## src/hw/cxsm_map.svh

```systemverilog
// Register map, field positions, reset values and timing counts
`ifndef CXSM_MAP_SVH
`define CXSM_MAP_SVH

// ------------------------------------------------------------
// Register indices (byte address is four times the index)
// ------------------------------------------------------------
`define CXSM_IDX_THR_CTRL   10'h010
`define CXSM_IDX_SUP_STAT   10'h01B
`define CXSM_IDX_CAN_CTRL   10'h020
`define CXSM_IDX_XCVR_STAT  10'h022
`define CXSM_IDX_EVT_STAT   10'h030
`define CXSM_IDX_EVT_EN     10'h031

// ------------------------------------------------------------
// Field positions
// ------------------------------------------------------------
`define CXSM_THR_LSB        0
`define CXSM_SUPLOW_BIT     0
`define CXSM_MODE_LSB       0
`define CXSM_XS_ACTIVE_BIT  7
`define CXSM_XS_SILENT_BIT  3
`define CXSM_XS_UV_BIT      1
`define CXSM_EV_PU_BIT      0
`define CXSM_EV_WARN_BIT    1
`define CXSM_EV_WAKE_BIT    2
`define CXSM_EN_WARN_BIT    0
`define CXSM_EN_WAKE_BIT    1

// ------------------------------------------------------------
// Reset values and codes
// ------------------------------------------------------------
`define CXSM_MODE_RST       2'h0
`define CXSM_EN_RST         2'h0
`define CXSM_SBC_NORMAL     3'h7
`define CXSM_SBC_STANDBY    3'h4

// ------------------------------------------------------------
// Timing
// ------------------------------------------------------------
`define CXSM_CLK_MHZ        200
`define CXSM_STARTUP_US     100
`define CXSM_SILENCE_US     1000

`endif

```

## src/hw/cxsm_pkg.sv

```systemverilog
// Types shared by the transceiver mode and supply monitor block
package cxsm_pkg;

    typedef enum logic [2:0] {
        X_OFF,
        X_OFFLINE,
        X_OFFBIAS,
        X_LISTEN,
        X_ACTIVE
    } cxsm_xcvr_e;

    typedef enum logic [1:0] {
        P_OFF,
        P_START,
        P_RUN
    } cxsm_pwr_e;

    typedef logic [1:0] cxsm_sel_t;

endpackage

```

## src/hw/cxsm_top.sv

```systemverilog
// Transceiver mode controller with supply monitor and APB registers
`timescale 1ns/1ps
`include "cxsm_map.svh"
module cxsm_top #(
    parameter int unsigned STARTUP_CYC = `CXSM_STARTUP_US * `CXSM_CLK_MHZ,
    parameter int unsigned SILENCE_CYC = `CXSM_SILENCE_US * `CXSM_CLK_MHZ
) (
    input  wire logic             pclk,
    input  wire logic             presetn,
    input  wire logic [11:0]      paddr,
    input  wire logic             psel,
    input  wire logic             penable,
    input  wire logic             pwrite,
    input  wire logic [31:0]      pwdata,
    output logic      [31:0]      prdata,
    output logic                  pready,
    output logic                  pslverr,
    input  wire logic             bat_ok_pin,
    input  wire logic             bat_can_uv_pin,
    input  wire logic             overtemp_pin,
    input  wire logic [3:0]       supply_uv_pin,
    input  wire cxsm_pkg::cxsm_sel_t startup_threshold_default,
    input  wire logic [2:0]       sbc_mode_sel,
    input  wire logic             tx_data_in,
    input  wire logic             bus_rx_pin,
    input  wire logic             bus_wake_pin,
    output logic                  rx_data_out,
    output logic                  tx_drive_en,
    output logic                  bias_mid,
    output logic                  bias_gnd,
    output logic                  xcvr_powered,
    output logic                  sys_reset_req,
    output logic                  sbc_off
);
    import cxsm_pkg::*;

    // ------------------------------------------------------------
    // Pin synchronisation
    // ------------------------------------------------------------
    logic [9:0] raw_w;
    logic [9:0] syn_w;
    // Bus and transmit idle high: carried inverted so the chains reset
    // to idle and no false bus edge follows reset
    assign raw_w = {bus_wake_pin, !bus_rx_pin, !tx_data_in, overtemp_pin,
                    bat_can_uv_pin, bat_ok_pin, supply_uv_pin};

    cxsm_sync #(.W(10)) u_sync (
        .pclk     (pclk),
        .presetn  (presetn),
        .async_in (raw_w),
        .sync_out (syn_w)
    );

    wire [3:0] uv_s   = syn_w[3:0];  // 0:90 1:80 2:70 3:60
    wire       bat_s  = syn_w[4];
    wire       bcuv_s = syn_w[5];
    wire       otp_s  = syn_w[6];
    wire       txd_s  = !syn_w[7];
    wire       rx_s   = !syn_w[8];
    wire       wake_s = syn_w[9];

    logic bus_edge_w;
    logic silent_w;

    cxsm_silence #(.LIMIT(SILENCE_CYC)) u_sil (
        .pclk     (pclk),
        .presetn  (presetn),
        .bus_s    (rx_s),
        .bus_edge (bus_edge_w),
        .silent   (silent_w)
    );

    // ------------------------------------------------------------
    // State
    // ------------------------------------------------------------
    cxsm_pwr_e   pwr_q, pwr_d;
    cxsm_xcvr_e  xst_q, xst_d;
    logic [31:0] start_cnt_q;
    cxsm_sel_t   thr_q;
    cxsm_sel_t   mode_q;
    logic        load_q;
    logic        warn_en_q, wake_en_q;
    logic        pu_ev_q, warn_ev_q, wake_ev_q;
    logic        uv90_prev_q;
    logic        wake_prev_q;

    // ------------------------------------------------------------
    // Supply decode
    // ------------------------------------------------------------
    wire uv90_w    = uv_s[0];
    wire uvsel_w   = uv_s[thr_q];
    wire run_w     = (pwr_q == P_RUN);
    wire start_end = (pwr_q == P_START) &&
                     (start_cnt_q >= STARTUP_CYC - 1);
    wire dead_w    = !run_w || bcuv_s || otp_s;
    wire normal_w  = run_w && !uvsel_w &&
                     (sbc_mode_sel == `CXSM_SBC_NORMAL);
    wire sel00_w   = (mode_q == 2'h0);
    wire sel01_w   = (mode_q == 2'h1);
    wire sel10_w   = (mode_q == 2'h2);
    wire sel11_w   = (mode_q == 2'h3);
    // Active only above the threshold that fits the encoding
    wire act_ok_w  = normal_w && ((sel01_w && !uv90_w) ||
                                  (sel10_w && !uvsel_w));
    wire lsn_req_w = normal_w && (sel11_w || (sel01_w && uv90_w) ||
                                  (act_ok_w && !txd_s));
    wire drop_w    = !normal_w || sel00_w ||
                     (sel10_w && uvsel_w);
    wire wake_hit  = wake_s && !wake_prev_q && wake_en_q &&
                     (xst_q == X_OFFLINE);
    cxsm_xcvr_e offsel_w;
    assign offsel_w = silent_w ? X_OFFLINE : X_OFFBIAS;

    // ------------------------------------------------------------
    // Power sequencing
    // ------------------------------------------------------------
    always_comb begin
        pwr_d = pwr_q;
        unique case (pwr_q)
            P_OFF:   if (bat_s) pwr_d = P_START;
            P_START: if (start_end) pwr_d = P_RUN;
            P_RUN:   pwr_d = P_RUN;
        endcase
        if (!bat_s)
            pwr_d = P_OFF;
    end

    always_ff @(posedge pclk or negedge presetn) begin
        if (!presetn)
            pwr_q <= P_OFF;
        else
            pwr_q <= pwr_d;
    end

    always_ff @(posedge pclk or negedge presetn) begin
        if (!presetn)
            start_cnt_q <= 32'h00000000;
        else if (pwr_q == P_START)
            start_cnt_q <= start_cnt_q + 32'h00000001;
        else
            start_cnt_q <= 32'h00000000;
    end

    // ------------------------------------------------------------
    // Transceiver mode machine
    // ------------------------------------------------------------
    always_comb begin
        xst_d = xst_q;
        unique case (xst_q)
            X_OFF:
                xst_d = X_OFFLINE;
            X_OFFLINE, X_OFFBIAS: begin
                if (act_ok_w && txd_s)
                    xst_d = X_ACTIVE;
                else if (lsn_req_w && !(sel01_w && uv90_w))
                    xst_d = X_LISTEN;
                else if (xst_q == X_OFFLINE) begin
                    if (bus_edge_w || wake_hit ||
                        (normal_w && sel01_w && uv90_w))
                        xst_d = X_OFFBIAS;
                end else if (silent_w &&
                             !(normal_w && sel01_w && uv90_w))
                    xst_d = X_OFFLINE;
            end
            X_LISTEN: begin
                if (drop_w)
                    xst_d = offsel_w;
                else if (act_ok_w && txd_s)
                    xst_d = X_ACTIVE;
            end
            X_ACTIVE: begin
                if (drop_w || (sel01_w && uv90_w))
                    xst_d = offsel_w;
                else if (sel11_w)
                    xst_d = X_LISTEN;
            end
            default:
                xst_d = X_OFF;
        endcase
        if (dead_w)
            xst_d = X_OFF;
    end

    always_ff @(posedge pclk or negedge presetn) begin
        if (!presetn)
            xst_q <= X_OFF;
        else
            xst_q <= xst_d;
    end

    // ------------------------------------------------------------
    // Registered outputs
    // ------------------------------------------------------------
    wire on_bus_w = (xst_q == X_ACTIVE) || (xst_q == X_LISTEN);

    always_ff @(posedge pclk or negedge presetn) begin
        if (!presetn) begin
            tx_drive_en   <= 1'b0;
            bias_mid      <= 1'b0;
            bias_gnd      <= 1'b0;
            xcvr_powered  <= 1'b0;
            rx_data_out   <= 1'b1;
            sys_reset_req <= 1'b1;
            sbc_off       <= 1'b1;
        end else begin
            tx_drive_en   <= (xst_q == X_ACTIVE);
            bias_mid      <= on_bus_w || (xst_q == X_OFFBIAS);
            bias_gnd      <= (xst_q == X_OFFLINE);
            xcvr_powered  <= (xst_q != X_OFF);
            rx_data_out   <= on_bus_w ? rx_s : !wake_ev_q;
            sys_reset_req <= !run_w || uvsel_w;
            sbc_off       <= (pwr_q == P_OFF);
        end
    end

    // ------------------------------------------------------------
    // APB slave, one wait-free access phase
    // ------------------------------------------------------------
    wire [9:0] idx_w   = paddr[11:2];
    wire       setup_w = psel && !penable;
    wire       wr_w    = psel && penable && pready && pwrite;
    wire hit_thr  = (idx_w == `CXSM_IDX_THR_CTRL);
    wire hit_sup  = (idx_w == `CXSM_IDX_SUP_STAT);
    wire hit_can  = (idx_w == `CXSM_IDX_CAN_CTRL);
    wire hit_xs   = (idx_w == `CXSM_IDX_XCVR_STAT);
    wire hit_ev   = (idx_w == `CXSM_IDX_EVT_STAT);
    wire hit_en   = (idx_w == `CXSM_IDX_EVT_EN);
    wire mapped_w = hit_thr || hit_sup || hit_can || hit_xs ||
                    hit_ev || hit_en;
    wire ev_clr_w = wr_w && hit_ev;

    wire [31:0] xs_w  = {24'h000000, (xst_q == X_ACTIVE), 3'h0,
                         silent_w, 1'b0, sel01_w && uv90_w, 1'b0};
    wire [31:0] rd_w  =
        hit_thr ? {30'h00000000, thr_q} :
        hit_sup ? {31'h00000000, uv90_w} :
        hit_can ? {30'h00000000, mode_q} :
        hit_xs  ? xs_w :
        hit_ev  ? {29'h00000000, wake_ev_q, warn_ev_q, pu_ev_q} :
        hit_en  ? {30'h00000000, wake_en_q, warn_en_q} :
                  32'h00000000;

    always_ff @(posedge pclk or negedge presetn) begin
        if (!presetn) begin
            pready  <= 1'b0;
            pslverr <= 1'b0;
            prdata  <= 32'h00000000;
        end else begin
            pready  <= setup_w;
            pslverr <= setup_w && !mapped_w;
            prdata  <= (setup_w && !pwrite) ? rd_w : 32'h00000000;
        end
    end

    // Load from the non-volatile default after reset and each power-up
    always_ff @(posedge pclk or negedge presetn) begin
        if (!presetn) begin
            load_q <= 1'b1;
            thr_q  <= 2'h0;
        end else begin
            load_q <= 1'b0;
            if (load_q || start_end)
                thr_q <= startup_threshold_default;
            else if (wr_w && hit_thr)
                thr_q <= pwdata[`CXSM_THR_LSB +: 2];
        end
    end

    always_ff @(posedge pclk or negedge presetn) begin
        if (!presetn) begin
            mode_q    <= `CXSM_MODE_RST;
            warn_en_q <= 1'b0;
            wake_en_q <= 1'b0;
        end else begin
            if (wr_w && hit_can)
                mode_q <= pwdata[`CXSM_MODE_LSB +: 2];
            if (wr_w && hit_en) begin
                warn_en_q <= pwdata[`CXSM_EN_WARN_BIT];
                wake_en_q <= pwdata[`CXSM_EN_WAKE_BIT];
            end
        end
    end

    // ------------------------------------------------------------
    // Events: set beats a write-one clear in the same cycle
    // ------------------------------------------------------------
    wire warn_set = run_w && uv90_w && !uv90_prev_q && warn_en_q;

    always_ff @(posedge pclk or negedge presetn) begin
        if (!presetn) begin
            uv90_prev_q <= 1'b0;
            wake_prev_q <= 1'b0;
            pu_ev_q     <= 1'b0;
            warn_ev_q   <= 1'b0;
            wake_ev_q   <= 1'b0;
        end else begin
            uv90_prev_q <= uv90_w;
            wake_prev_q <= wake_s;
            pu_ev_q   <= start_end ||
                         (pu_ev_q && !(ev_clr_w && pwdata[`CXSM_EV_PU_BIT]));
            warn_ev_q <= warn_set || (warn_ev_q &&
                         !(ev_clr_w && pwdata[`CXSM_EV_WARN_BIT]));
            wake_ev_q <= wake_hit || (wake_ev_q &&
                         !(ev_clr_w && pwdata[`CXSM_EV_WAKE_BIT]));
        end
    end
endmodule

```

## src/hw/cxsm_sync.sv

```systemverilog
// Two-flop synchroniser, one chain per bit
`timescale 1ns/1ps
module cxsm_sync #(
    parameter int W = 1
) (
    input  wire logic         pclk,
    input  wire logic         presetn,
    input  wire logic [W-1:0] async_in,
    output logic      [W-1:0] sync_out
);
    logic [W-1:0] meta_q;

    for (genvar i = 0; i < W; i++) begin : g_bit
        always_ff @(posedge pclk or negedge presetn) begin
            if (!presetn) begin
                meta_q[i]   <= 1'b0;
                sync_out[i] <= 1'b0;
            end else begin
                meta_q[i]   <= async_in[i];
                sync_out[i] <= meta_q[i];
            end
        end
    end
endmodule

```

## src/hw/cxsm_silence.sv

```systemverilog
// Bus edge detector and silence timer
`timescale 1ns/1ps
module cxsm_silence #(
    parameter int unsigned LIMIT = 200000
) (
    input  wire logic pclk,
    input  wire logic presetn,
    input  wire logic bus_s,
    output logic      bus_edge,
    output logic      silent
);
    logic        prev_q;
    logic [31:0] cnt_q;
    wire         edge_w = bus_s ^ prev_q;
    wire         full_w = (cnt_q > LIMIT);

    // Starts silent so a drop out of listen or active before any bus edge goes to grounded bias
    always_ff @(posedge pclk or negedge presetn) begin
        if (!presetn) begin
            prev_q <= 1'b1;
            cnt_q  <= 32'hFFFFFFFF;
        end else begin
            prev_q <= bus_s;
            if (edge_w)
                cnt_q <= 32'h00000000;
            else if (!full_w)
                cnt_q <= cnt_q + 32'h00000001;
        end
    end

    assign bus_edge = edge_w;
    assign silent   = full_w;
endmodule

```

## config.mk

```make
export PLATFORM = sky130hd
export DESIGN_NAME = cxsm_top
export DESIGN_NICKNAME = d
export VERILOG_FILES = /design/src/hw/cxsm_pkg.sv /design/src/hw/cxsm_top.sv /design/src/hw/cxsm_sync.sv /design/src/hw/cxsm_silence.sv
export VERILOG_INCLUDE_DIRS = /design/src /design/src/hw
export SDC_FILE = /design/constraint.sdc
export NUM_CORES = 1
export LEC_CHECK = 0
export ABC_AREA = 1
export ABC_CLOCK_PERIOD_IN_PS = 2900
export BUFFER_PORTS_ARGS = -buffer_cell sky130_fd_sc_hd__buf_4
export CAP_MARGIN = 20
export CORE_ASPECT_RATIO = 2
export CORE_MARGIN = 2
export CORE_UTILIZATION = 40
export DETAILED_ROUTE_END_ITERATION = 10
export PLACE_DENSITY_LB_ADDON = 0.2
export SYNTH_ARGS = -nofsm -noshare
export SYNTH_HDL_FRONTEND = slang
export SYNTH_SLANG_ARGS = --single-unit
export TNS_END_PERCENT = 10
```

## constraint.sdc

```tcl
create_clock -name pclk -period 2.9 [get_ports pclk]
set_input_delay 0.145 -clock pclk [delete_from_list [all_inputs] [get_ports pclk]]
set_output_delay 0.145 -clock pclk [all_outputs]
set_load 0.02 [all_outputs]
```

==> results_dict.tcl <==
set metrics [dict create \
    syn_area_um2 5980 \
    ir_worst_vdd_uv 405 \
    syn_inst 735 \
    io_buffers 46 \
    p_total_mw 4.45 \
    grt.total_usage 0.179 \
    hold_start "pwdata[1]" \
    synth_cell_types 41 \
    dpl.hpwl_um 10300 \
    synth_common_cells "nand2_1, inv_1, nor2_1, dfrtp_1, nand3_1" \
    postRouteWirelength_um 13800 \
    ys_warn_count 0 \
    die_area_um2 16000 \
    ys_ff_latch 116 \
    hold_path_depth 3 \
    timing.rr.start "u_sync.sync_out[8]" \
    synth_xor_area_frac 0.0103 \
    status "completed" \
    fmax_mhz 428 \
    dp_slack_ns 0.576 \
    drive_gt1_frac 0.193 \
    route.detailed.drc 0 \
    wl_per_cell_um 13.5 \
    synth_top_area_frac 0.331 \
    cp.arrival_ns 2.67 \
    worstSetupPathType "reg -> reg" \
    cp-end-kind "flop" \
    finalSetupTns_ns 0 \
    cts_root_buf "clkbuf_16" \
    synth-main-ff-cell "dfrtp_1" \
    grt_overflow 0 \
    htree_levels 4 \
    drv_slew 0 \
    via_per_inst 4.94 \
    async_reset_ff_frac 1.00 \
    drt-pass1-iter-count 5 \
    core_um2 14700 \
    crit_required_ns 3.24 \
    die_x_um 90.4 \
    cts_resized 0 \
    antennaDiodeCount 0 \
    setup_viol 0 \
    synth_mux_area_frac 0 \
    powerDensity_nw_per_um2 614 \
    cts_tree "yes" \
    antenna_found_initial 0 \
    tightest_slew_ns 0.891 \
    vias 5047 \
    crit_start "u_sync.sync_out[8]" \
    clockBufferDepth 2 \
    setup_ws_ns 0.565 \
    relSlewSlack 0.402 \
    final_util 0.491 \
    synth_top_family_by_area "simple AND/OR/NAND/NOR gates" \
    cts_sinks 116 \
    finalHoldViolations 0 \
    finalCriticalPeriod_ns 2.34 \
    cp-start-kind "flop" \
    drv_cap 0 \
    path_max_fanout 24 \
    grt_pass1_vias 5067 \
    clock_latency_ns 0.41 \
    cts_buffers 17 \
    grt_max_degree 53 \
    die_h_um 177 \
    start_util 0.405 \
    grt_pass1_wl_um 22700 \
    synthAdderAreaFrac 0.0126 \
    period_share 0.805 \
    place_congestion 0.888 \
    reg2regPathDepth 7 \
    clock_skew_ns 0.00981 \
    ios 105 \
    rsz0062_at_grt "no" \
    ys_seq_area_frac 0.494 \
    synth.area.top_cells "dfrtp_1, dfstp_2, nand2_1" \
    synth-compound-area-share 0.0733 \
    synth_edf_count 0 \
    yosys.area_share.simple 0.296 \
    std_cell_rows 63 \
    syn_to_final_growth_pct 21.2 \
    avgSynthCellArea_um2 8.13 \
    yosysMostFrequentCell "nand2_1" \
    final_antenna_net_count 0 \
    drtIter0Drc 222 \
    synth.largest_area_cell "dfrtp_1" \
    layout.nets 884 \
    total_leakage_power_nw 3.30 \
    hold_path_class "in -> reg" \
    path_clk_slew_ns 0.06 \
]
## state kept, by name (all words and copies together), names as in the netlist, 2 cells and up
signal           flops
mode_q               2
prdata               5
pwr_q                2
start_cnt_q         32
thr_q                2
u_sil.cnt_q         32
u_sync.meta_q       10
u_sync.sync_out     10
xst_q                3
## worst paths after layout
kind / to / slack, ns
worst max-delay path: u_sil.cnt_q[16] / 0.56
worst min-delay path: thr_q[1] / 0.01
worst max register to register: u_sil.cnt_q[16] / 0.56
worst min register to register: u_sync.sync_out[2] / 0.34
max in group asynchronous: u_sil.cnt_q[26] / 1.77
min in group asynchronous: prdata[3] / 0.32
## layout by cell type, fill, tap and decap left out, types with 4 or more instances in the layout
cell type      instances
nand2_1              147
inv_1                107
nor2_1                89
dfrtp_1               79
buf_4                 51
nand3_1               49
dfstp_2               37
a21oi_1               35
o21ai_0               28
conb_1                28
nor3_1                27
nand4_1               17
clkbuf_16             17
dlygate4sd3_1         16
nor4_1                12
inv_2                  8
nand2_2                7
nor2_2                 7
ha_1                   6
nor2_4                 5
o21ai_1                4
xnor2_1                4
inv_6                  4
clkinv_4               4
## cell type report
type / count / area [um2]
timing repair buffer: 67 / 543
multi-input combinational: 495 / 2450
clock inverter: 15 / 195
fill: 1452 / 7500
inverter: 117 / 439
tap: 195 / 244
sequential: 116 / 2950
clock buffer: 17 / 425
## metal layers
| metal | part of all wire | GRT usage | wire length, um | vias to the layer above |
|---|---|---|---|---|
| li1 | - | - | - | 2462 |
| met1 | 0.37 | 0.179 | 5120 | 2417 |
| met2 | 0.57 | 0.348 | 7870 | 138 |
| met3 | 0.033 | 0.0366 | 450 | 30 |
| met4 | 0.026 | 0.0865 | 360 | 0 |
| met5 | 0 | 0 | 0 | - |
## repair_timing
action	CTS	global route
hold buffers	16	0
buffers inserted	0	0
hold endpoints to repair	53	0
## critical path, stage by stage (launching register included)
cell and delay (ns):
dfrtp_1 0.40, xnor2_1 0.71, inv_2 0.32, nand2_4 0.32, nand2_2 0.14, nor2_2 0.15, nand3_1 0.08, a21oi_1 0.14
## power breakdown
group	internal (mW)	total, mW	switching, mW
Clock	1.38	2.21	0.829
Combinational	0.166	0.511	0.345
Sequential	1.70	1.73	0.0353
## metrics by stage
| stage | instances | hold slack [ns] | cell area, um2 |
|---|---|---|---|
| floorplan | 762 | -0.151 | 6080 |
| global placement | 974 | 0.232 | 6460 |
| CTS | 1022 | 0.00806 | 7240 |
| finish | 1022 | 0.0125 | 7240 |
| detailed placement | 974 | 0.242 | 6460 |
| global route | 1022 | 0.0306 | 7240 |
## cells by family after synthesis
logic type,after synthesis
AND/OR/NAND/NOR,374
XOR/XNOR,7
AO/OA/AOI/OAI,80
flip-flops,116
buffers and inverters,151
other,1
adder cells (fa/ha/maj),6
No activity file was read; power rests on OpenSTA's default activity.
